## src/verilog/lsi_pkg.sv

```systemverilog
// Constants, types and field layout of the LED status indicator
//Function
//- Mode 6 lit on 10/100 link, activity darkens
//- Mode 8 steadily lit on full-duplex link
//- Mode 8 half-duplex collisions flash lamp lit
//- Mode 9 dark, collisions flash lamp lit
//- Mode 10 activity flashes lit; optionally transmit-only
//- Mode 12 lit while negotiation fault present
//- Mode 14 dark, 15 lit; reserved modes dark
//- Per-pin combine adds secondary flashing to primary
//- Per-pin bit picks blink or pulse stretch
//- Blink runs at fifty percent duty
//- Blink: single event half period, continuous oscillates
//- Stretch: single event lasts one full period
//- Stretch continuous: ends one full period after last event
//- Stretch rest lasts at least half period
//- Rate selects 2.5, 5, 10, 20 Hz
//- Rate selects 50, 100, 200, 400 ms
//- Pulsing modulates lit lamps 5 kHz, 20%
//- Enhanced modes only when legacy bit clear
//- Power-down forces all lamps dark
`default_nettype none
package lsi_pkg;
    // ----------------------------------------------------------------
    // Timing
    // ----------------------------------------------------------------
    localparam int CLK_NS          = 8;
    localparam int TICK_NS         = 10_000;
    localparam int TICK_CYCLES     = (TICK_NS + CLK_NS - 1) / CLK_NS;
    localparam int BLINK_HZ_MAX    = 20;
    localparam int PWM_HZ          = 5_000;
    localparam int PWM_DUTY_PCT    = 20;
    localparam logic [15:0] HALF_BLINK_TICKS =
        16'(1_000_000_000 / (2 * BLINK_HZ_MAX) / TICK_NS);
    localparam logic [7:0] PWM_PERIOD_TICKS =
        8'(1_000_000_000 / PWM_HZ / TICK_NS);
    localparam logic [7:0] PWM_ON_TICKS =
        8'(1_000_000_000 / PWM_HZ / TICK_NS * PWM_DUTY_PCT / 100);

    // ----------------------------------------------------------------
    // Register map and fields
    // ----------------------------------------------------------------
    localparam logic [7:0]  ADDR_CTRL   = 8'h00;
    localparam logic [7:0]  ADDR_MODE   = 8'h04;
    localparam logic [7:0]  ADDR_BEHAV  = 8'h08;
    localparam logic [7:0]  ADDR_STATUS = 8'h0C;
    localparam int          CTRL_LEGACY = 0;
    localparam int          CTRL_PDOWN  = 1;
    localparam int          CTRL_W      = 2;
    localparam int          MODE_W      = 4;
    localparam int          BEH_COMB    = 0;
    localparam int          BEH_STR     = 2;
    localparam int          BEH_RATE    = 4;
    localparam int          RATE_W      = 2;
    localparam int          BEH_PULSE   = 8;
    localparam int          BEH_TXACT   = 9;
    localparam int          BEH_LINKACT = 15;
    localparam int          BEH_W       = 16;
    localparam int          NPIN        = 2;
    localparam logic [1:0]  CTRL_RST    = 2'h0;
    localparam logic [7:0]  MODE_RST    = 8'h6A;
    localparam logic [15:0] BEH_RST     = 16'h0000;
    localparam logic        LAMP_DARK   = 1'b1;

    localparam logic [1:0]  SPD_10      = 2'h0;
    localparam logic [1:0]  SPD_100     = 2'h1;
    localparam logic [1:0]  SPD_1000    = 2'h2;

    typedef enum logic [3:0] {
        M_LOW_SPEED_LINK_ACTIVITY = 4'h6,
        M_DUPLEX_COLLISION        = 4'h8,
        M_COLLISION               = 4'h9,
        M_ACTIVITY                = 4'hA,
        M_NEG_FAULT               = 4'hC,
        M_FORCE_OFF               = 4'hE,
        M_FORCE_ON                = 4'hF
    } lsi_mode_t;

    typedef enum logic [2:0] {
        SH_IDLE = 3'b001,
        SH_ON   = 3'b010,
        SH_REST = 3'b100
    } lsi_shape_t;
endpackage : lsi_pkg
`default_nettype wire

```

## src/verilog/lsi_shaper.sv

```systemverilog
// Blink / pulse-stretch shaper for one lamp
`timescale 1ns/1ps
`default_nettype none
module lsi_shaper
    import lsi_pkg::*;
(
    input  wire logic              clk,
    input  wire logic              rst,
    input  wire logic              tick,
    input  wire logic              event_in,
    input  wire logic              stretch_en,
    input  wire logic [RATE_W-1:0] rate,
    output var  logic              shaped
);
    lsi_shape_t  state;
    logic [15:0] cnt;
    logic [15:0] half;
    logic [15:0] full;
    logic        pending;
    logic        half_end;
    logic        full_end;
    logic        take;

    assign half     = HALF_BLINK_TICKS << rate;
    assign full     = half << 1;
    assign half_end = tick && (cnt >= half - 16'h0001);
    assign full_end = tick && (cnt >= full - 16'h0001);
    assign take     = (state == SH_IDLE) && (stretch_en || half_end);
    assign shaped   = (state == SH_ON);

    // Set beats clear; stretch only remembers events seen while resting
    always_ff @(posedge clk) begin
        if (rst) begin
            pending <= 1'b0;
        end else begin
            pending <= (event_in && (!stretch_en || state == SH_REST))
                     || (pending && !take);
        end
    end

    always_ff @(posedge clk) begin
        if (rst) begin
            state <= SH_IDLE;
            cnt   <= 16'h0000;
        end else begin
            case (state)
                SH_IDLE: begin
                    if (stretch_en) begin
                        if (event_in || pending) begin
                            state <= SH_ON;
                            cnt   <= 16'h0000;
                        end
                    end else begin
                        cnt <= half_end ? 16'h0000 : cnt + 16'(tick);
                        if (half_end && pending) begin
                            state <= SH_ON;
                        end
                    end
                end
                SH_ON: begin
                    if (!stretch_en) begin
                        cnt <= half_end ? 16'h0000 : cnt + 16'(tick);
                        if (half_end) begin
                            state <= SH_IDLE;
                        end
                    end else if (event_in) begin
                        cnt <= 16'h0000;
                    end else if (full_end) begin
                        state <= SH_REST;
                        cnt   <= 16'h0000;
                    end else begin
                        cnt <= cnt + 16'(tick);
                    end
                end
                SH_REST: begin
                    if (half_end) begin
                        state <= SH_IDLE;
                        cnt   <= 16'h0000;
                    end else begin
                        cnt <= cnt + 16'(tick);
                    end
                end
                default: begin
                    state <= SH_IDLE;
                    cnt   <= 16'h0000;
                end
            endcase
        end
    end
endmodule : lsi_shaper
`default_nettype wire

```

## src/verilog/lsi_led_status.sv

```systemverilog
// Enhanced-mode status lamp driver with AHB-Lite register access
`timescale 1ns/1ps
`default_nettype none
module lsi_led_status
    import lsi_pkg::*;
#(
    parameter int TICK_CYC = TICK_CYCLES
)
(
    input  wire logic        clk,
    input  wire logic        rst,
    input  wire logic        hsel,
    input  wire logic [31:0] haddr,
    input  wire logic [1:0]  htrans,
    input  wire logic        hwrite,
    input  wire logic [2:0]  hsize,
    input  wire logic [31:0] hwdata,
    input  wire logic        hready,
    output var  logic        hreadyout,
    output var  logic        hresp,
    output var  logic [31:0] hrdata,
    input  wire logic        link_up,
    input  wire logic [1:0]  link_speed,
    input  wire logic        full_duplex,
    input  wire logic        collision,
    input  wire logic        rx_activity,
    input  wire logic        tx_activity,
    input  wire logic        neg_fault,
    input  wire logic        lamp_mode_strap,
    output var  logic        status_lamp_a_n,
    output var  logic        status_lamp_b_n
);
    // ----------------------------------------------------------------
    // Declarations
    // ----------------------------------------------------------------
    logic [CTRL_W-1:0]      ctrl;
    logic [NPIN*MODE_W-1:0] mode_sel;
    logic [BEH_W-1:0]       behav;
    logic                   wr_pend;
    logic                   rd_pend;
    logic [7:0]             acc_addr;
    logic                   bus_take;
    logic [31:0]            rd_mux;
    logic [15:0]            div_cnt;
    logic                   tick;
    logic [7:0]             pwm_cnt;
    logic                   pwm_on;
    logic                   strap_q;
    logic                   strap_done;
    logic [NPIN-1:0]        lamp_n;
    logic                   legacy;
    logic                   power_down;
    logic                   any_act;
    logic                   link10;
    logic                   link100;
    logic                   link1000;

    assign legacy     = ctrl[CTRL_LEGACY];
    assign power_down = ctrl[CTRL_PDOWN];
    assign any_act    = rx_activity || tx_activity;
    assign link10     = link_up && link_speed == SPD_10;
    assign link100    = link_up && link_speed == SPD_100;
    assign link1000   = link_up && link_speed == SPD_1000;

    // ----------------------------------------------------------------
    // AHB-Lite slave
    // ----------------------------------------------------------------
    // Reads wait one cycle so a read right after a write sees new data
    // Writes never stall and the response is always OKAY
    assign bus_take  = hsel && hready && htrans[1];
    assign hreadyout = !rd_pend;
    assign hresp     = 1'b0;

    always_ff @(posedge clk) begin
        if (rst) begin
            wr_pend  <= 1'b0;
            rd_pend  <= 1'b0;
            acc_addr <= 8'h00;
        end else begin
            wr_pend <= bus_take && hwrite;
            rd_pend <= bus_take && !hwrite;
            if (bus_take) begin
                acc_addr <= haddr[7:0];
            end
        end
    end

    always_ff @(posedge clk) begin
        if (rst) begin
            ctrl     <= CTRL_RST;
            mode_sel <= MODE_RST;
            behav    <= BEH_RST;
        end else if (wr_pend) begin
            case (acc_addr)
                ADDR_CTRL:  ctrl     <= hwdata[CTRL_W-1:0];
                ADDR_MODE:  mode_sel <= hwdata[NPIN*MODE_W-1:0];
                ADDR_BEHAV: behav    <= hwdata[BEH_W-1:0];
                default: begin
                end
            endcase
        end
    end

    always_comb begin
        case (acc_addr)
            ADDR_CTRL:   rd_mux = {30'h0, ctrl};
            ADDR_MODE:   rd_mux = {24'h0, mode_sel};
            ADDR_BEHAV:  rd_mux = {16'h0, behav};
            ADDR_STATUS: rd_mux = {21'h0, strap_q, ~lamp_n,
                                   neg_fault, tx_activity, rx_activity,
                                   collision, full_duplex, link_speed,
                                   link_up};
            default:     rd_mux = 32'h0000_0000;
        endcase
    end

    always_ff @(posedge clk) begin
        if (rst) begin
            hrdata <= 32'h0000_0000;
        end else if (rd_pend) begin
            hrdata <= rd_mux;
        end
    end

    // ----------------------------------------------------------------
    // Strap capture
    // ----------------------------------------------------------------
    always_ff @(posedge clk) begin
        if (rst) begin
            strap_q    <= 1'b0;
            strap_done <= 1'b0;
        end else if (!strap_done) begin
            strap_q    <= lamp_mode_strap;
            strap_done <= 1'b1;
        end
    end

    // ----------------------------------------------------------------
    // Timebases
    // ----------------------------------------------------------------
    assign tick   = (div_cnt == 16'(TICK_CYC - 1));
    assign pwm_on = (pwm_cnt < PWM_ON_TICKS);

    always_ff @(posedge clk) begin
        if (rst) begin
            div_cnt <= 16'h0000;
        end else if (tick) begin
            div_cnt <= 16'h0000;
        end else begin
            div_cnt <= div_cnt + 16'h0001;
        end
    end

    always_ff @(posedge clk) begin
        if (rst) begin
            pwm_cnt <= 8'h00;
        end else if (tick) begin
            if (pwm_cnt >= PWM_PERIOD_TICKS - 8'h01) begin
                pwm_cnt <= 8'h00;
            end else begin
                pwm_cnt <= pwm_cnt + 8'h01;
            end
        end
    end

    // ----------------------------------------------------------------
    // Per-lamp mode logic
    // ----------------------------------------------------------------
    for (genvar i = 0; i < NPIN; i++) begin : g_pin
        localparam bit IS_A = (i == 0);
        logic [MODE_W-1:0] mode;
        logic              comb_en;
        logic              stretch;
        logic              prim;
        logic              evt;
        logic              shaped;
        logic              lit;

        assign mode    = mode_sel[i*MODE_W +: MODE_W];
        // Disable field only takes hold with the link/activity bit set
        assign comb_en = !(behav[BEH_LINKACT]
                           && behav[BEH_COMB + i]);
        // Legacy schemes always blink
        assign stretch = !legacy && behav[BEH_STR + i];

        always_comb begin
            prim = 1'b0;
            evt  = 1'b0;
            lit  = 1'b0;
            if (legacy) begin
                evt = link_up && any_act;
                if (strap_q) begin
                    prim = IS_A ? 1'b0 : link_up;
                end else begin
                    prim = IS_A ? (link100 || link10)
                                : (link1000 || link10);
                end
                lit = (strap_q && IS_A) ? shaped : (prim && !shaped);
            end else begin
                case (lsi_mode_t'(mode))
                    M_LOW_SPEED_LINK_ACTIVITY: begin
                        prim = link10 || link100;
                        evt  = prim && any_act;
                        lit  = prim && !(comb_en && shaped);
                    end
                    M_DUPLEX_COLLISION: begin
                        prim = link_up && full_duplex;
                        evt  = link_up && !full_duplex
                               && collision;
                        lit  = prim || (comb_en && shaped);
                    end
                    M_COLLISION: begin
                        evt = collision;
                        lit = shaped;
                    end
                    M_ACTIVITY: begin
                        evt = behav[BEH_TXACT] ? tx_activity : any_act;
                        lit = shaped;
                    end
                    M_NEG_FAULT: begin
                        lit = neg_fault;
                    end
                    M_FORCE_OFF: begin
                        lit = 1'b0;
                    end
                    M_FORCE_ON: begin
                        lit = 1'b1;
                    end
                    default: begin
                        lit = 1'b0;
                    end
                endcase
            end
            if (power_down) begin
                lit = 1'b0;
            end
        end

        lsi_shaper lsi_shaper_i (
            .clk        (clk),
            .rst        (rst),
            .tick       (tick),
            .event_in   (evt),
            .stretch_en (stretch),
            .rate       (behav[BEH_RATE + RATE_W*i +: RATE_W]),
            .shaped     (shaped)
        );

        always_ff @(posedge clk) begin
            if (rst) begin
                lamp_n[i] <= LAMP_DARK;
            end else begin
                lamp_n[i] <= !(lit && (!behav[BEH_PULSE]
                                       || pwm_on));
            end
        end
    end

    assign status_lamp_a_n = lamp_n[0];
    assign status_lamp_b_n = lamp_n[1];

    logic [MODE_W-1:0] mode_a;
    logic [MODE_W-1:0] mode_b;
    logic              enh_a;
    assign mode_a = mode_sel[MODE_W-1:0];
    assign mode_b = mode_sel[MODE_W +: MODE_W];
    assign enh_a  = !legacy && !power_down && !behav[BEH_PULSE];
endmodule : lsi_led_status
`default_nettype wire

```

## config.mk

```make
export PLATFORM = sky130hd
export DESIGN_NAME = lsi_led_status
export DESIGN_NICKNAME = d
export VERILOG_FILES = /design/src/verilog/lsi_pkg.sv /design/src/verilog/lsi_shaper.sv /design/src/verilog/lsi_led_status.sv
export SDC_FILE = /design/constraint.sdc
export NUM_CORES = 1
export LEC_CHECK = 0
export ABC_AREA = 1
export ABC_CLOCK_PERIOD_IN_PS = 5000
export BUFFER_PORTS_ARGS = -buffer_cell sky130_fd_sc_hd__buf_4
export CAP_MARGIN = 0
export CORE_UTILIZATION = 44
export CTS_CLUSTER_DIAMETER = 150
export DETAILED_ROUTE_END_ITERATION = 10
export SLEW_MARGIN = 10
export SYNTH_ARGS = -nofsm -noshare
export SYNTH_HDL_FRONTEND = slang
export SYNTH_SLANG_ARGS = --single-unit
```

## constraint.sdc

```tcl
create_clock -name clk -period 5 [get_ports clk]
set_clock_uncertainty 0.05 [all_clocks]
set_input_delay 1 -clock clk [delete_from_list [all_inputs] [get_ports clk]]
set_output_delay 1 -clock clk [all_outputs]
set_load 0.02 [all_outputs]
```

### Word level (Yosys, flattened, before mapping)

Index checks and enable logic that the tools add are counted.
W data, S select, Z words.

* $add $sub $neg: 8
* $lt $le $gt $ge: 6
* equality and inequality tests: 32
* shift-type cells: 2
* mux-type cells: 49
* bitwise operators: 1
* reduce and logical (&&, ||, !) cells: 77

Operators with widths (number)
* $mux W16: 12
* $pmux W16 S3: 2
* $ge A16 B16 Y1: 4
* $pmux W16 S4: 1
* $sub A16 B1 Y16 const B: 4
* $mux W3: 14
* $eq A4 B4 Y1 const B: 10
* $logic_and A1 B1 Y1: 36
* $add A16 B1 Y16: 2
* $shl A12 B2 Y16 const A: 2
* $ne A3 B3 Y1 const B: 6
* $pmux W3 S3: 2
* $logic_not A1 Y1: 17
* $add A16 B1 Y16 const B: 1
* $eq A16 B11 Y1 const B: 1
* $eq A8 B4 Y1 const B: 2
* $logic_or A1 B1 Y1: 14
* $mux W1: 13
* $pmux W1 S5: 2
* $add A8 B1 Y8 const B: 1
* $eq A4 B3 Y1 const B: 2
* $eq A8 B3 Y1 const B: 1
* $ge A8 B5 Y1 const B: 1
* $logic_not A8 Y1: 1
* 14 further kinds: 24

* register bits after elaboration: 136
* bits of input ports: 83
* output and inout port bits: 36
* word-level logic and storage cells: 194

### Logic depth before layout (Yosys ltp)

Gate-level depths: netlist of run 1.

* word-level depth: 11
* depth in mapped cells: 19
* mapped depth without buffers: 18

### Cells and area by module

A second synthesis of run 1 with hierarchy kept.

* cell total of the unflattened synthesis: 1138
* area, all modules: 8086.5 um^2

By module, submodules not included
* lsi_led_status: times used 1, cells each 555, area each 3930.0 um^2, sequential area each 1601.5 um^2
* lsi_shaper at g_pin[0].lsi_shaper_i: times used 1, cells each 298, area each 2098.3 um^2, sequential area each 400.4 um^2
* lsi_shaper at g_pin[1].lsi_shaper_i: times used 1, cells each 285, area each 2058.2 um^2, sequential area each 400.4 um^2

### Least setup slack after synthesis of run 1

No wires, ideal clock.

* path kind: register to register
* start point: register behav[5]
* end point: register g_pin[0].lsi_shaper_i.cnt[10]
* library setup time: 114 ps
* data arrival time: 2305 ps
* data required time: 4836 ps
* setup slack: 2531 ps
* stages on the path, launching flop included: 20
* path buffers: 1
* clock period less this slack: 2469 ps
* path through: dfxtp_1 inv_1 ha_1 inv_1 ha_1 ha_1 nand2_1 o21ai_0 nand2_1 nand2_1 nand2_1 nand2_1 nand3_1 nand2_1 inv_1 nand2_2 nand2_2 nand2_2 buf_6 nor2_1

* word-level cells in the longest chain between the ends: 8
* elaborated cells between the ends (all ways): 13
* those cells by class: add/sub (2); order compare (2); shift (1); mux (6); reduce/logical (2)

Ends and longest elaborated chain
* from (decl): RTL line lsi_led_status.sv:38 `logic [BEH_W-1:0] behav;`
* from (signal assigned): RTL line lsi_led_status.sv:97 `ADDR_BEHAV: behav <= hwdata[BEH_W-1:0];`
* $shl A12 B2 Y16 (*): RTL line lsi_shaper.sv:24 `assign half = HALF_BLINK_TICKS << rate;`
* $sub A16 B1 Y16: RTL line lsi_shaper.sv:27 `assign full_end = tick && (cnt >= full - 16'h0001);`
* $ge A16 B16 Y1: RTL line lsi_shaper.sv:27
* $logic_and A1 B1 Y1: RTL line lsi_shaper.sv:27
* $mux W16: RTL line lsi_shaper.sv:68 `end else if (full_end) begin`
* $mux W16: RTL line lsi_shaper.sv:66 `end else if (event_in) begin`
* $mux W16: RTL line lsi_shaper.sv:61 `if (!stretch_en) begin`
* $pmux W16 S3 (*): RTL line lsi_shaper.sv:46 `case (state)`
* to (signal assigned): RTL line lsi_shaper.sv:54 `cnt <= half_end ? 16'h0000 : cnt + 16'(tick);`
* to (signal assigned): RTL line lsi_shaper.sv:62 `cnt <= half_end ? 16'h0000 : cnt + 16'(tick);`
* to (signal assigned): RTL line lsi_shaper.sv:72 `cnt <= cnt + 16'(tick);`
* to (decl): RTL line lsi_shaper.sv:16 `logic [15:0] cnt;`

Mark *: on every way between the ends. The rest lies on a longest branch, timed or not.
A chain may end at the register's enable or synchronous reset.

### Worst setup path in the final report of run 1

* start point: register rd_pend
* end point: output hreadyout

* word-level cells in the longest chain between the ends: 1

Ends and longest elaborated chain
* from (decl): RTL line lsi_led_status.sv:40 `logic rd_pend;`
* from (signal assigned): RTL line lsi_led_status.sv:81 `rd_pend <= bus_take && !hwrite;`
* $logic_not A1 Y1: RTL line lsi_led_status.sv:71 `assign hreadyout = !rd_pend;`
* to (decl): RTL line lsi_led_status.sv:19 `output var logic hreadyout,`

Every way passes these cells.

==> impl_metrics.yaml, run 1 <==
outcome:
  status: "finished, final reports clean"
logic_synthesis:
  synth.top_cells.by_area: "sky130_fd_sc_hd__dfxtp_1 32%, sky130_fd_sc_hd__nand2_1 13%, sky130_fd_sc_hd__ha_1 12%"
  avgSynthCellArea_um2: 6.896
  area_of_the_mapped_netlist_mm2: 0.007620
  synth_top_area_cell: "sky130_fd_sc_hd__dfxtp_1"
  synthesis.yosys.warnings: 0
  ys_seq_area_share_pct: 31.53
  yosys.cell_types.count: 46
  synth-seq-cells: 120
  synth_flop_cell: "sky130_fd_sc_hd__dfxtp_1"
  synth_enable_flop_cells: 0
  post_synth_inst_count: 1105
  netlist.area_leader.share_pct: 31.53
  synthArstFlopShare_pct: 0
placed_design:
  place.gp.congestion: 0.9149
  dp_hpwl_um: 13340
  io_buffer_count: 57
worst_hold_path:
  whs_path_depth: 1
  hold_path_class: "flop to flop"
  hold_path.startpoint: "strap_done"
  endpoint_of_the_worst_hold_path: "strap_q"
setup_path:
  critical_path.startpoint_type: "flop"
  r2r_cells: 18
  worst-path-max-fanout: 17
  r2r-start: "behav[5]"
  setup.worst_path.class: "flop to output pin"
  worst_path_slowest_cell: "sky130_fd_sc_hd__dfxtp_1"
  r2r_end: "g_pin[0].lsi_shaper_i.cnt[5]"
  crit_arrival_ns: 2.09
  cpLargestDelayFamily: "buffers and inverters"
  setup.worst_path.end_class: "output pin"
  crit_buf_inv: 2
  crit_chain: "clkinv_1 > buf_4"
  timing.reg2reg.setup_slack_ns: 1.97
  cp_slowest_stage_delay_ns: 0.72
  required_ns: 3.95
timing:
  final.min_clock_period_ns: 3.138
  share_of_the_cycle_needed_by_the_critical_path_after_routing_pct: 62.76
  timing.final.setup_violations: 0
  fin_setup_tns_ns: 0
  rsz0062_at_grt: "no"
  fin_max_slew_vios: 0
  worst_slew_pin_slew_ns: 0.6897
  max_freq_mhz: 318.7
  worst_slew_margin_rel_pct: 54.02
  hold_viol_final: 0
clock_tree:
  clock_tree.buffer_depth: 2
  cts_tree: "yes"
  clock_sink_count: 120
  postCtsHoldBufs: 0
  clock_insertion_delay_worst_skew_ns: 0.42
  h-tree-depth: 4
  cts_buf_count: 17
  post_cts.resized_instances: 0
  cts.root.buffer_cell: "sky130_fd_sc_hd__clkbuf_16"
  postCtsSetupRepairBufs: 0
  cts.clk_slew.worst_paths_ns: 0.06
power:
  leakagePower_nw: 3.845
  vdd_ir_drop_max_mv: 0.2669
  total_power_w: 0.002538
  cellPowerDensity_mw_per_mm2: 290.8
layout:
  antenna_cells_inserted: 0
  finalCoreUtilization_pct: 52.06
  area_delta_synth_final_pct: 14.52
  design.final.nets: 1312
  filler_cell_count: 1752
  post_route_cells_drive_above_1_share_pct: 11.28
  multiInputGateArea_mm2: 0.004522
  register_area_mm2: 0.002402
floorplanning:
  floorplan.die.height_um: 133.6
  design.core.area_mm2: 0.01676
  die-area_mm2: 0.01785
  fp.dieW_um: 133.6
  std_cell_rows: 47
  ios: 119
  initial_cell_density_of_the_core_pct: 45.46
detailed_routing:
  detail_route_antenna_nets: 0
  detail_route.wl_per_cell_um: 13.15
  tritonroute_pass_1_iters: 5
  drt_wl_total_um: 18280
  highest_routed_layer: "met4"
  met3_length_um: 664
  viasPerCell: 4.958
  drt-met1-wl_um: 9027
  post-route-drc-count: 0
  wl_met2_um: 8517
  detailedRoute.firstIterationViolations: 287
  via_count: 6892
global_route:
  grt_pass1_vias: 6285
  grt_remaining_overflow: 0
  grt_first_pass_wirelength_um: 30290
  gr-usage-all-layers_pct: 21.27
  grt_antenna_before_repair: 0
  grt_max_degree: 63
job:
  maxCapViolations: 0
-- power breakdown --
group          total, W  leakage [nW]  switching (W)  internal, W
Combinational  0.000314          2.59       0.000213     0.000100
Clock           0.00123         0.283       0.000485     0.000745
Sequential     0.000994         0.970      0.0000160     0.000978
Total           0.00254          3.85       0.000714      0.00182
-- kinds of logic after synthesis --
logic type	synth area share [%]
AOI/OAI and AO/OA	14.58
xor gates and xnor gates	2.644
adders and majority gates	11.82
buffers and inverters	9.967
DFF	31.53
muxes	0.2627
other	0.09856
and+or+nand+nor	29.10
-- cells in the final DEF (no fill, tap or decap), types with 7 or more instances in the layout --
cell type,instances
sky130_fd_sc_hd__conb_1,19
sky130_fd_sc_hd__nand2_1,264
sky130_fd_sc_hd__nor3_1,18
sky130_fd_sc_hd__clkbuf_16,17
sky130_fd_sc_hd__buf_4,60
sky130_fd_sc_hd__a21oi_1,110
sky130_fd_sc_hd__inv_2,10
sky130_fd_sc_hd__nor2_1,94
sky130_fd_sc_hd__dfxtp_1,120
sky130_fd_sc_hd__inv_1,117
sky130_fd_sc_hd__nand4_1,22
sky130_fd_sc_hd__nand3_1,64
sky130_fd_sc_hd__o21ai_0,65
sky130_fd_sc_hd__nor2_2,8
sky130_fd_sc_hd__ha_1,72
sky130_fd_sc_hd__nand2_2,11
sky130_fd_sc_hd__xor2_1,18
sky130_fd_sc_hd__inv_6,7
-- worst reg2reg max path, stage by stage, from the launching register on --
cell,delay [ns]
sky130_fd_sc_hd__dfxtp_1,0.38
sky130_fd_sc_hd__inv_1,0.19
sky130_fd_sc_hd__ha_1,0.31
sky130_fd_sc_hd__inv_1,0.07
sky130_fd_sc_hd__ha_1,0.33
sky130_fd_sc_hd__ha_1,0.30
sky130_fd_sc_hd__nand2_1,0.05
sky130_fd_sc_hd__o21ai_0,0.17
sky130_fd_sc_hd__nand2_1,0.07
sky130_fd_sc_hd__nand2_1,0.08
sky130_fd_sc_hd__nand2_1,0.05
sky130_fd_sc_hd__nand2_1,0.14
sky130_fd_sc_hd__nand3_1,0.13
sky130_fd_sc_hd__nand2_1,0.09
sky130_fd_sc_hd__inv_1,0.04
sky130_fd_sc_hd__nand2_2,0.06
sky130_fd_sc_hd__nand2_2,0.06
sky130_fd_sc_hd__nand2_2,0.23
sky130_fd_sc_hd__nor2_1,0.09
-- flip-flops by register name, indices dropped and copies added (netlist names), 6 cells and up --
signal and count:
acc_addr 8, behav 16, div_cnt 16, g_pin.lsi_shaper_i.cnt 32
g_pin.lsi_shaper_i.state 6, hrdata 16, mode_sel 8, pwm_cnt 8
-- synth_stat cells, drive strengths merged, types with 2 or more instances --
| cell type | instances |
|---|---|
| xnor2 | 5 |
| o21ai | 67 |
| and2 | 2 |
| nand3b | 3 |
| nand2 | 275 |
| xor2 | 18 |
| nor2 | 103 |
| a211oi | 2 |
| a21oi | 110 |
| nor3 | 23 |
| ha | 72 |
| clkinv | 3 |
| conb | 2 |
| inv | 127 |
| clkbuf | 17 |
| nor4 | 2 |
| nand3 | 67 |
| nand4 | 23 |
| dfxtp | 120 |
| o211ai | 4 |
| mux2i | 2 |
| o221ai | 3 |
| o22ai | 4 |
| a31oi | 5 |
| a21o | 3 |
| nor3b | 5 |
| o21a | 4 |
| buf | 27 |
-- through the flow --
step	setup slack (ns)	hold slack, ns	cell area, µm²	std cells
after global routing	1.546	0.4091	8726	1390
after global placement	1.936	0.3643	8138	1358
after CTS	1.816	0.3824	8726	1390
after floorplan	2.531	0.3560	7684	1122
final	1.862	0.3831	8726	1390
after detailed placement	1.941	0.3704	8138	1358
-- final cells by class --
class	count	share of cell area (%)
clock buffer	18	4.918
clock inverter	14	1.821
inverter	130	5.592
multi-input combinational	828	51.82
sequential	120	27.53
tap	220	3.155
timing repair buffer	60	5.162
-- layer usage --
layer,track usage [%],vias up
met2,34.98,119
met5,0,-
li1,-,3712
met1,28.29,3056
met3,4.110,5
met4,5.871,0
-- how the worst max path moves through the flow --
stage	startpoint	endpoint	slack, ns	depth (start not counted)
4_1_cts	rd_pend	hreadyout	1.82	2
2_1_floorplan	behav[5]	g_pin[0].lsi_shaper_i.cnt[10]	2.53	19
6_report	rd_pend	hreadyout	1.86	2
5_1_grt	behav[5]	g_pin[0].lsi_shaper_i.cnt[10]	1.55	18
3_3_place_gp	behav[5]	g_pin[0].lsi_shaper_i.cnt[5]	1.94	18
3_5_place_dp	behav[5]	g_pin[0].lsi_shaper_i.cnt[0]	1.94	18
No activity file was read; power rests on OpenSTA's default activity.
==> inputs of run 2 (changes only) <==
--- a/config.mk
+++ b/config.mk
@@ -6,7 +6,7 @@
 export NUM_CORES = 1
 export LEC_CHECK = 0
 export ABC_AREA = 1
-export ABC_CLOCK_PERIOD_IN_PS = 5000
+export ABC_CLOCK_PERIOD_IN_PS = 2990
 export BUFFER_PORTS_ARGS = -buffer_cell sky130_fd_sc_hd__buf_4
 export CAP_MARGIN = 0
 export CORE_UTILIZATION = 44
==> constraint.sdc (replaced) <==
create_clock -name clk -period 2.99 [get_ports clk]
set_clock_uncertainty 0.05 [all_clocks]
set_input_delay 0.598 -clock clk [delete_from_list [all_inputs] [get_ports clk]]
set_output_delay 0.598 -clock clk [all_outputs]
set_load 0.02 [all_outputs]
==> run 2 against run 1 <==
Effect of this change:
- non-clock buffer count up 13
- power up 65%
- combinational power up 72%
- final cell count up 0.94%
- flip-flop and latch count unchanged
- highest routed layer unchanged
- sequential share of layout area down 0.25 points
- first-iteration DRC count up 36%
- critical endpoint is now g_pin[0].lsi_shaper_i.cnt[5]
- hold slack worse by 0.090 ns
- clock power up 61%
- global-route usage up 0.32 points
- critical path type is now flop to flop
==> impl_metrics.yaml, run 2 (synthesized netlist as in run 1, its figures left out) <==
outcome:
  status: "finished, final reports clean"
layout:
  register_area_mm2: 0.002402
  mostFrequentLayoutCells: "264 x sky130_fd_sc_hd__nand2_1, 120 x sky130_fd_sc_hd__dfxtp_1, 117 x sky130_fd_sc_hd__inv_1, 110 x sky130_fd_sc_hd__a21oi_1, 94 x sky130_fd_sc_hd__nor2_1"
  filler_cell_count: 1714
  multiInputGateArea_mm2: 0.004527
  design.final.nets: 1325
  largest_reg_flops: 32
  final_common_cell: "sky130_fd_sc_hd__nand2_1"
  largest_register: "g_pin.lsi_shaper_i.cnt"
  area_delta_synth_final_pct: 15.58
  antenna_cells_inserted: 0
  post_route_cells_drive_above_1_share_pct: 12.26
timing:
  worst_slew_margin_rel_pct: 63.64
  final.min_clock_period_ns: 2.733
  timing.final.setup_violations: 0
  fin_setup_tns_ns: 0
  rsz0062_at_grt: "no"
  whs_ns: 0.2929
  share_of_the_cycle_needed_by_the_critical_path_after_routing_pct: 91.41
  hold_viol_final: 0
  worst_slew_pin_slew_ns: 0.5438
  fin_max_slew_vios: 0
  max_freq_mhz: 365.9
setup_path:
  r2r_end: "g_pin[0].lsi_shaper_i.cnt[5]"
  crit_arrival_ns: 2.98
  r2r-start: "behav[4]"
  setup.worst_path.class: "flop to flop"
  worst-path-max-fanout: 12
  critical_path.startpoint_type: "flop"
  required_ns: 3.24
  timing.reg2reg.setup_slack_ns: 0.26
  setup.worst_path.end_class: "flop"
  r2r_cells: 18
global_route:
  gr-usage-met2_pct: 35.50
  gr-usage-all-layers_pct: 21.59
  grt_util_met1_pct: 28.83
  grt_remaining_overflow: 0
  grt_pass1_vias: 6396
  grt_first_pass_wirelength_um: 31000
  grt_max_degree: 33
  grt_antenna_before_repair: 0
  busiest_layer: "met2"
  use_met3_pct: 4.262
clock_tree:
  cts_buf_count: 17
  cts_tree: "yes"
  h-tree-depth: 4
  cts.clk_slew.worst_paths_ns: 0.06
  cts.root.buffer_cell: "sky130_fd_sc_hd__clkbuf_16"
  clock_tree.buffer_depth: 2
  clock_insertion_delay_worst_skew_ns: 0.42
  postCtsHoldBufs: 0
  clock_sink_count: 120
power:
  leakagePower_nw: 3.903
  vdd_ir_drop_max_mv: 0.4595
  cellPowerDensity_mw_per_mm2: 475.0
floorplanning:
  design.core.area_mm2: 0.01676
  die-area_mm2: 0.01785
  floorplan.die.height_um: 133.6
  initial_cell_density_of_the_core_pct: 45.46
  fp.dieW_um: 133.6
  std_cell_rows: 47
  ios: 119
detailed_routing:
  via_count: 7064
  detail_route_antenna_nets: 0
  tritonroute_pass_1_iters: 5
  viasPerCell: 5.035
  post-route-drc-count: 0
  detail_route.wl_per_cell_um: 13.21
  detailedRoute.firstIterationViolations: 391
  drt_wl_total_um: 18540
worst_hold_path:
  whs_path_depth: 2
  endpoint_of_the_worst_hold_path: "rd_pend"
  hold_path_class: "input pin to flop"
  hold_path.startpoint: "hwrite"
placed_design:
  io_buffer_count: 57
  place.gp.congestion: 0.9320
  dp_hpwl_um: 13730
job:
  maxCapViolations: 0
==> run 2: worst max-delay path by stage <==
stage                     startpoint                             to  cells past startpoint
after global routing      div_cnt[7]  g_pin[1].lsi_shaper_i.cnt[13]                     16
after floorplan             behav[5]  g_pin[0].lsi_shaper_i.cnt[10]                     19
final                       behav[4]   g_pin[0].lsi_shaper_i.cnt[5]                     18
after global placement      behav[4]   g_pin[0].lsi_shaper_i.cnt[5]                     18
after detailed placement    behav[4]   g_pin[0].lsi_shaper_i.cnt[1]                     18
after CTS                   behav[4]   g_pin[0].lsi_shaper_i.cnt[5]                     18
==> run 2: area by class of cell <==
class                   count  area share [%]
clock buffers              18           4.873
clock inverters            14           1.563
inverters                 130           5.541
multi-input cells         828           51.40
flip-flops and latches    120           27.28
well taps                 220           3.125
repair buffers             73           6.222
==> run 2: report_power, final <==
group	internal, W	total [W]	switching (W)
Sequential	0.00164	0.00166	0.0000267
Combinational	0.000172	0.000540	0.000368
Clock	0.00116	0.00198	0.000818
==> run 2: stage by stage <==
stage               power, W  utilization [%]  setup WS [ns]  cell area, µm²  cells
floorplan           0.002103                -         0.5210            7684   1122
global placement    0.002228            49.14         0.2141            8235   1371
detailed placement  0.002229            49.14         0.1794            8235   1371
CTS                 0.004213            52.52         0.1634            8802   1403
global route        0.004379            52.55      0.0006632            8807   1403
finish              0.004183            52.55         0.2568            8807   1403
==> run 2: per-layer routing <==
| metal | wire length [µm] | share of wire [%] |
|---|---|---|
| met1 | 9138 | 49 |
| met2 | 8638 | 47 |
| met3 | 634 | 3.4 |
| met4 | 129 | 0.70 |
| met5 | 0 | 0 |
==> run 2: timing repair <==
| action | CTS | global route |
|---|---|---|
| buffers inserted | 0 | 0 |
| gates resized for setup | 0 | 1 |
| endpoints found under the setup margin | 0 | 12 |
==> run 2: worst max-delay path, stage by stage, from the launching register on <==
cell,delay [ns]
sky130_fd_sc_hd__dfxtp_1,0.40
sky130_fd_sc_hd__inv_1,0.13
sky130_fd_sc_hd__ha_1,0.23
sky130_fd_sc_hd__inv_1,0.06
sky130_fd_sc_hd__ha_1,0.26
sky130_fd_sc_hd__ha_1,0.31
sky130_fd_sc_hd__nand2_1,0.05
sky130_fd_sc_hd__o21ai_0,0.13
sky130_fd_sc_hd__nand2_1,0.06
sky130_fd_sc_hd__nand2_1,0.08
sky130_fd_sc_hd__nand2_1,0.05
sky130_fd_sc_hd__nand2_1,0.14
sky130_fd_sc_hd__nand3_1,0.14
sky130_fd_sc_hd__nand2_1,0.09
sky130_fd_sc_hd__inv_1,0.05
sky130_fd_sc_hd__nand2_2,0.06
sky130_fd_sc_hd__nand2_2,0.07
sky130_fd_sc_hd__nand2_4,0.17
sky130_fd_sc_hd__nor2_1,0.07
==> inputs of run 3 (changes only) <==
--- a/config.mk
+++ b/config.mk
@@ -9,9 +9,12 @@
 export ABC_CLOCK_PERIOD_IN_PS = 2990
 export BUFFER_PORTS_ARGS = -buffer_cell sky130_fd_sc_hd__buf_4
 export CAP_MARGIN = 0
-export CORE_UTILIZATION = 44
+export CELL_PAD_IN_SITES_DETAIL_PLACEMENT = 0
+export CELL_PAD_IN_SITES_GLOBAL_PLACEMENT = 1
+export CORE_UTILIZATION = 41
 export CTS_CLUSTER_DIAMETER = 150
 export DETAILED_ROUTE_END_ITERATION = 10
+export PLACE_DENSITY_LB_ADDON = 0.1
 export SLEW_MARGIN = 10
 export SYNTH_ARGS = -nofsm -noshare
 export SYNTH_HDL_FRONTEND = slang
==> run 3 against run 2 <==
Effect of this change:
- the run now ends with DRC left
- global-route usage shrank 0.85 points
- hold slack gained 0.0049 ns
- clock power grew 5%
- non-clock buffer count up 3
- flip-flop and latch count stayed put
- wire length increased by 3.9%
- highest routed layer unchanged
==> impl_metrics.yaml, run 3 (synthesized netlist as in run 1, its figures left out) <==
outcome:
  status: "complete, but fails checks"
  failed_checks: "DRC"
timing:
  whs_ns: 0.2978
  fin_setup_tns_ns: 0
  share_of_the_cycle_needed_by_the_critical_path_after_routing_pct: 89.24
  final.min_clock_period_ns: 2.668
  worst_slew_pin_slew_ns: 0.5570
  fin_max_slew_vios: 0
  hold_viol_final: 0
  max_freq_mhz: 374.8
  rsz0062_at_grt: "no"
  timing.final.setup_violations: 0
  worst_slew_margin_rel_pct: 62.77
detailed_routing:
  viasPerCell: 4.941
  via_count: 6992
  post-route-drc-count: 6
  drt_wl_total_um: 19260
  detail_route_antenna_nets: 0
  detail_route.wl_per_cell_um: 13.61
  tritonroute_pass_1_iters: 8
  detailedRoute.firstIterationViolations: 336
floorplanning:
  die-area_mm2: 0.01913
  fp.dieW_um: 138.3
  ios: 119
  design.core.area_mm2: 0.01809
  initial_cell_density_of_the_core_pct: 42.13
  floorplan.die.height_um: 138.3
  std_cell_rows: 49
global_route:
  grt_first_pass_wirelength_um: 31980
  grt_remaining_overflow: 0
  gr-usage-all-layers_pct: 20.74
  grt_antenna_before_repair: 0
  grt_pass1_vias: 6476
  grt_max_degree: 34
setup_path:
  required_ns: 3.24
  crit_path_frequent_cell: "sky130_fd_sc_hd__nand2_1"
  crit_chain: "inv_1 > ha_1 > inv_1 > ha_1 > ha_1 > nand2_1 > o21ai_0 > nand2_1 > nand2_1 > nand2_1 > nand2_1 > nand2_1 > nand2_1 > nand2_2 > nand2_2 > nand2_2 > nand2_4 > nor2_1"
  setup.worst_path.end_class: "flop"
  timing.reg2reg.setup_slack_ns: 0.32
  worst-path-max-fanout: 12
  crit_buf_inv: 2
  startpoint: "behav[5]"
  crit_arrival_ns: 2.92
  cp_slowest_stage_delay_ns: 0.34
  cpLargestDelayFamily: "simple AND/OR/NAND/NOR gates"
  setup.worst_path.class: "flop to flop"
  critical_path.startpoint_type: "flop"
  worst_path_slowest_cell: "sky130_fd_sc_hd__ha_1"
  r2r-start: "behav[5]"
clock_tree:
  cts_tree: "yes"
  cts.root.buffer_cell: "sky130_fd_sc_hd__clkbuf_16"
  clock_insertion_delay_worst_skew_ns: 0.42
  h-tree-depth: 4
  postCtsSetupRepairBufs: 0
  clock_sink_count: 120
  postCtsHoldBufs: 0
  cts.clk_slew.worst_paths_ns: 0.06
  cts_buf_count: 17
  clock_tree.buffer_depth: 2
power:
  cellPowerDensity_mw_per_mm2: 481.4
  vdd_ir_drop_max_mv: 0.3924
  leakagePower_nw: 3.924
layout:
  mostFrequentLayoutCells: "264 x sky130_fd_sc_hd__nand2_1, 120 x sky130_fd_sc_hd__dfxtp_1, 117 x sky130_fd_sc_hd__inv_1, 110 x sky130_fd_sc_hd__a21oi_1, 94 x sky130_fd_sc_hd__nor2_1"
  area_delta_synth_final_pct: 16.37
  antenna_cells_inserted: 0
  filler_cell_count: 1907
  largest_register: "g_pin.lsi_shaper_i.cnt"
  post_route_cells_drive_above_1_share_pct: 12.48
  design.final.nets: 1328
  largest_reg_flops: 32
  final_common_cell: "sky130_fd_sc_hd__nand2_1"
placed_design:
  io_buffer_count: 57
  dp_hpwl_um: 14510
  place.gp.congestion: 0.8451
job:
  maxCapViolations: 0
worst_hold_path:
  hold_path_class: "input pin to flop"
  hold_path.startpoint: "hwrite"
[run 3: changes by cell type in the layout (fill, tap and decap cells not counted), sizes merged]
cell,change
clkinv,-1
buf,+3
bufinv,+1
inv,-1
clkinvlp,+1
[run 3: routing by layer]
metal / share of wire, % / vias up / GRT usage, %
met5: 0 / - / 0
met4: 0.97 / 0 / 5.914
met3: 2.4 / 12 / 3.429
met2: 47 / 91 / 35.32
met1: 49 / 3129 / 26.94
li1: - / 3760 / -
[run 3: what timing repair did]
action / 4_1_cts / 5_1_grt
hold endpoints to repair: 0 / 0
gates resized for setup: 0 / 1
setup endpoints to repair: 0 / 12
[run 3: worst paths after layout]
kind                                                endpoint  cells past startpoint
worst max register to register  g_pin[0].lsi_shaper_i.cnt[0]                     18
worst min-delay path                                 rd_pend                      2
worst min register to register                       strap_q                      1
worst max-delay path            g_pin[0].lsi_shaper_i.cnt[0]                     18
[run 3: layout make-up]
type                    instances  area, µm²  area share, %
repair buffers                 76      570.5          6.434
multi-input cells             828       4527          51.05
clock buffers                  18      429.2          4.840
inverters                     130      488.0          5.503
well taps                     229      286.5          3.231
flip-flops and latches        120       2402          27.09
clock inverters                14      163.9          1.848
[run 3: power breakdown]
| group | internal [W] | switching (W) | total, W |
|---|---|---|---|
| Combinational | 0.000172 | 0.000366 | 0.000538 |
| Sequential | 0.00164 | 0.0000266 | 0.00166 |
| Clock | 0.00125 | 0.000820 | 0.00207 |
[run 3: stage by stage]
step | total power, W | setup slack [ns] | instance area (µm²) | utilization (%) | instances
2_1_floorplan | 0.002103 | 0.5210 | 7684 | - | 1122
3_3_place_gp | 0.002238 | 0.2384 | 8269 | 45.72 | 1383
3_5_place_dp | 0.002236 | 0.2224 | 8269 | 45.72 | 1383
4_1_cts | 0.004315 | 0.2200 | 8862 | 49.00 | 1415
5_1_grt | 0.004478 | 0.01717 | 8867 | 49.03 | 1415
6_report | 0.004268 | 0.3217 | 8867 | 49.03 | 1415
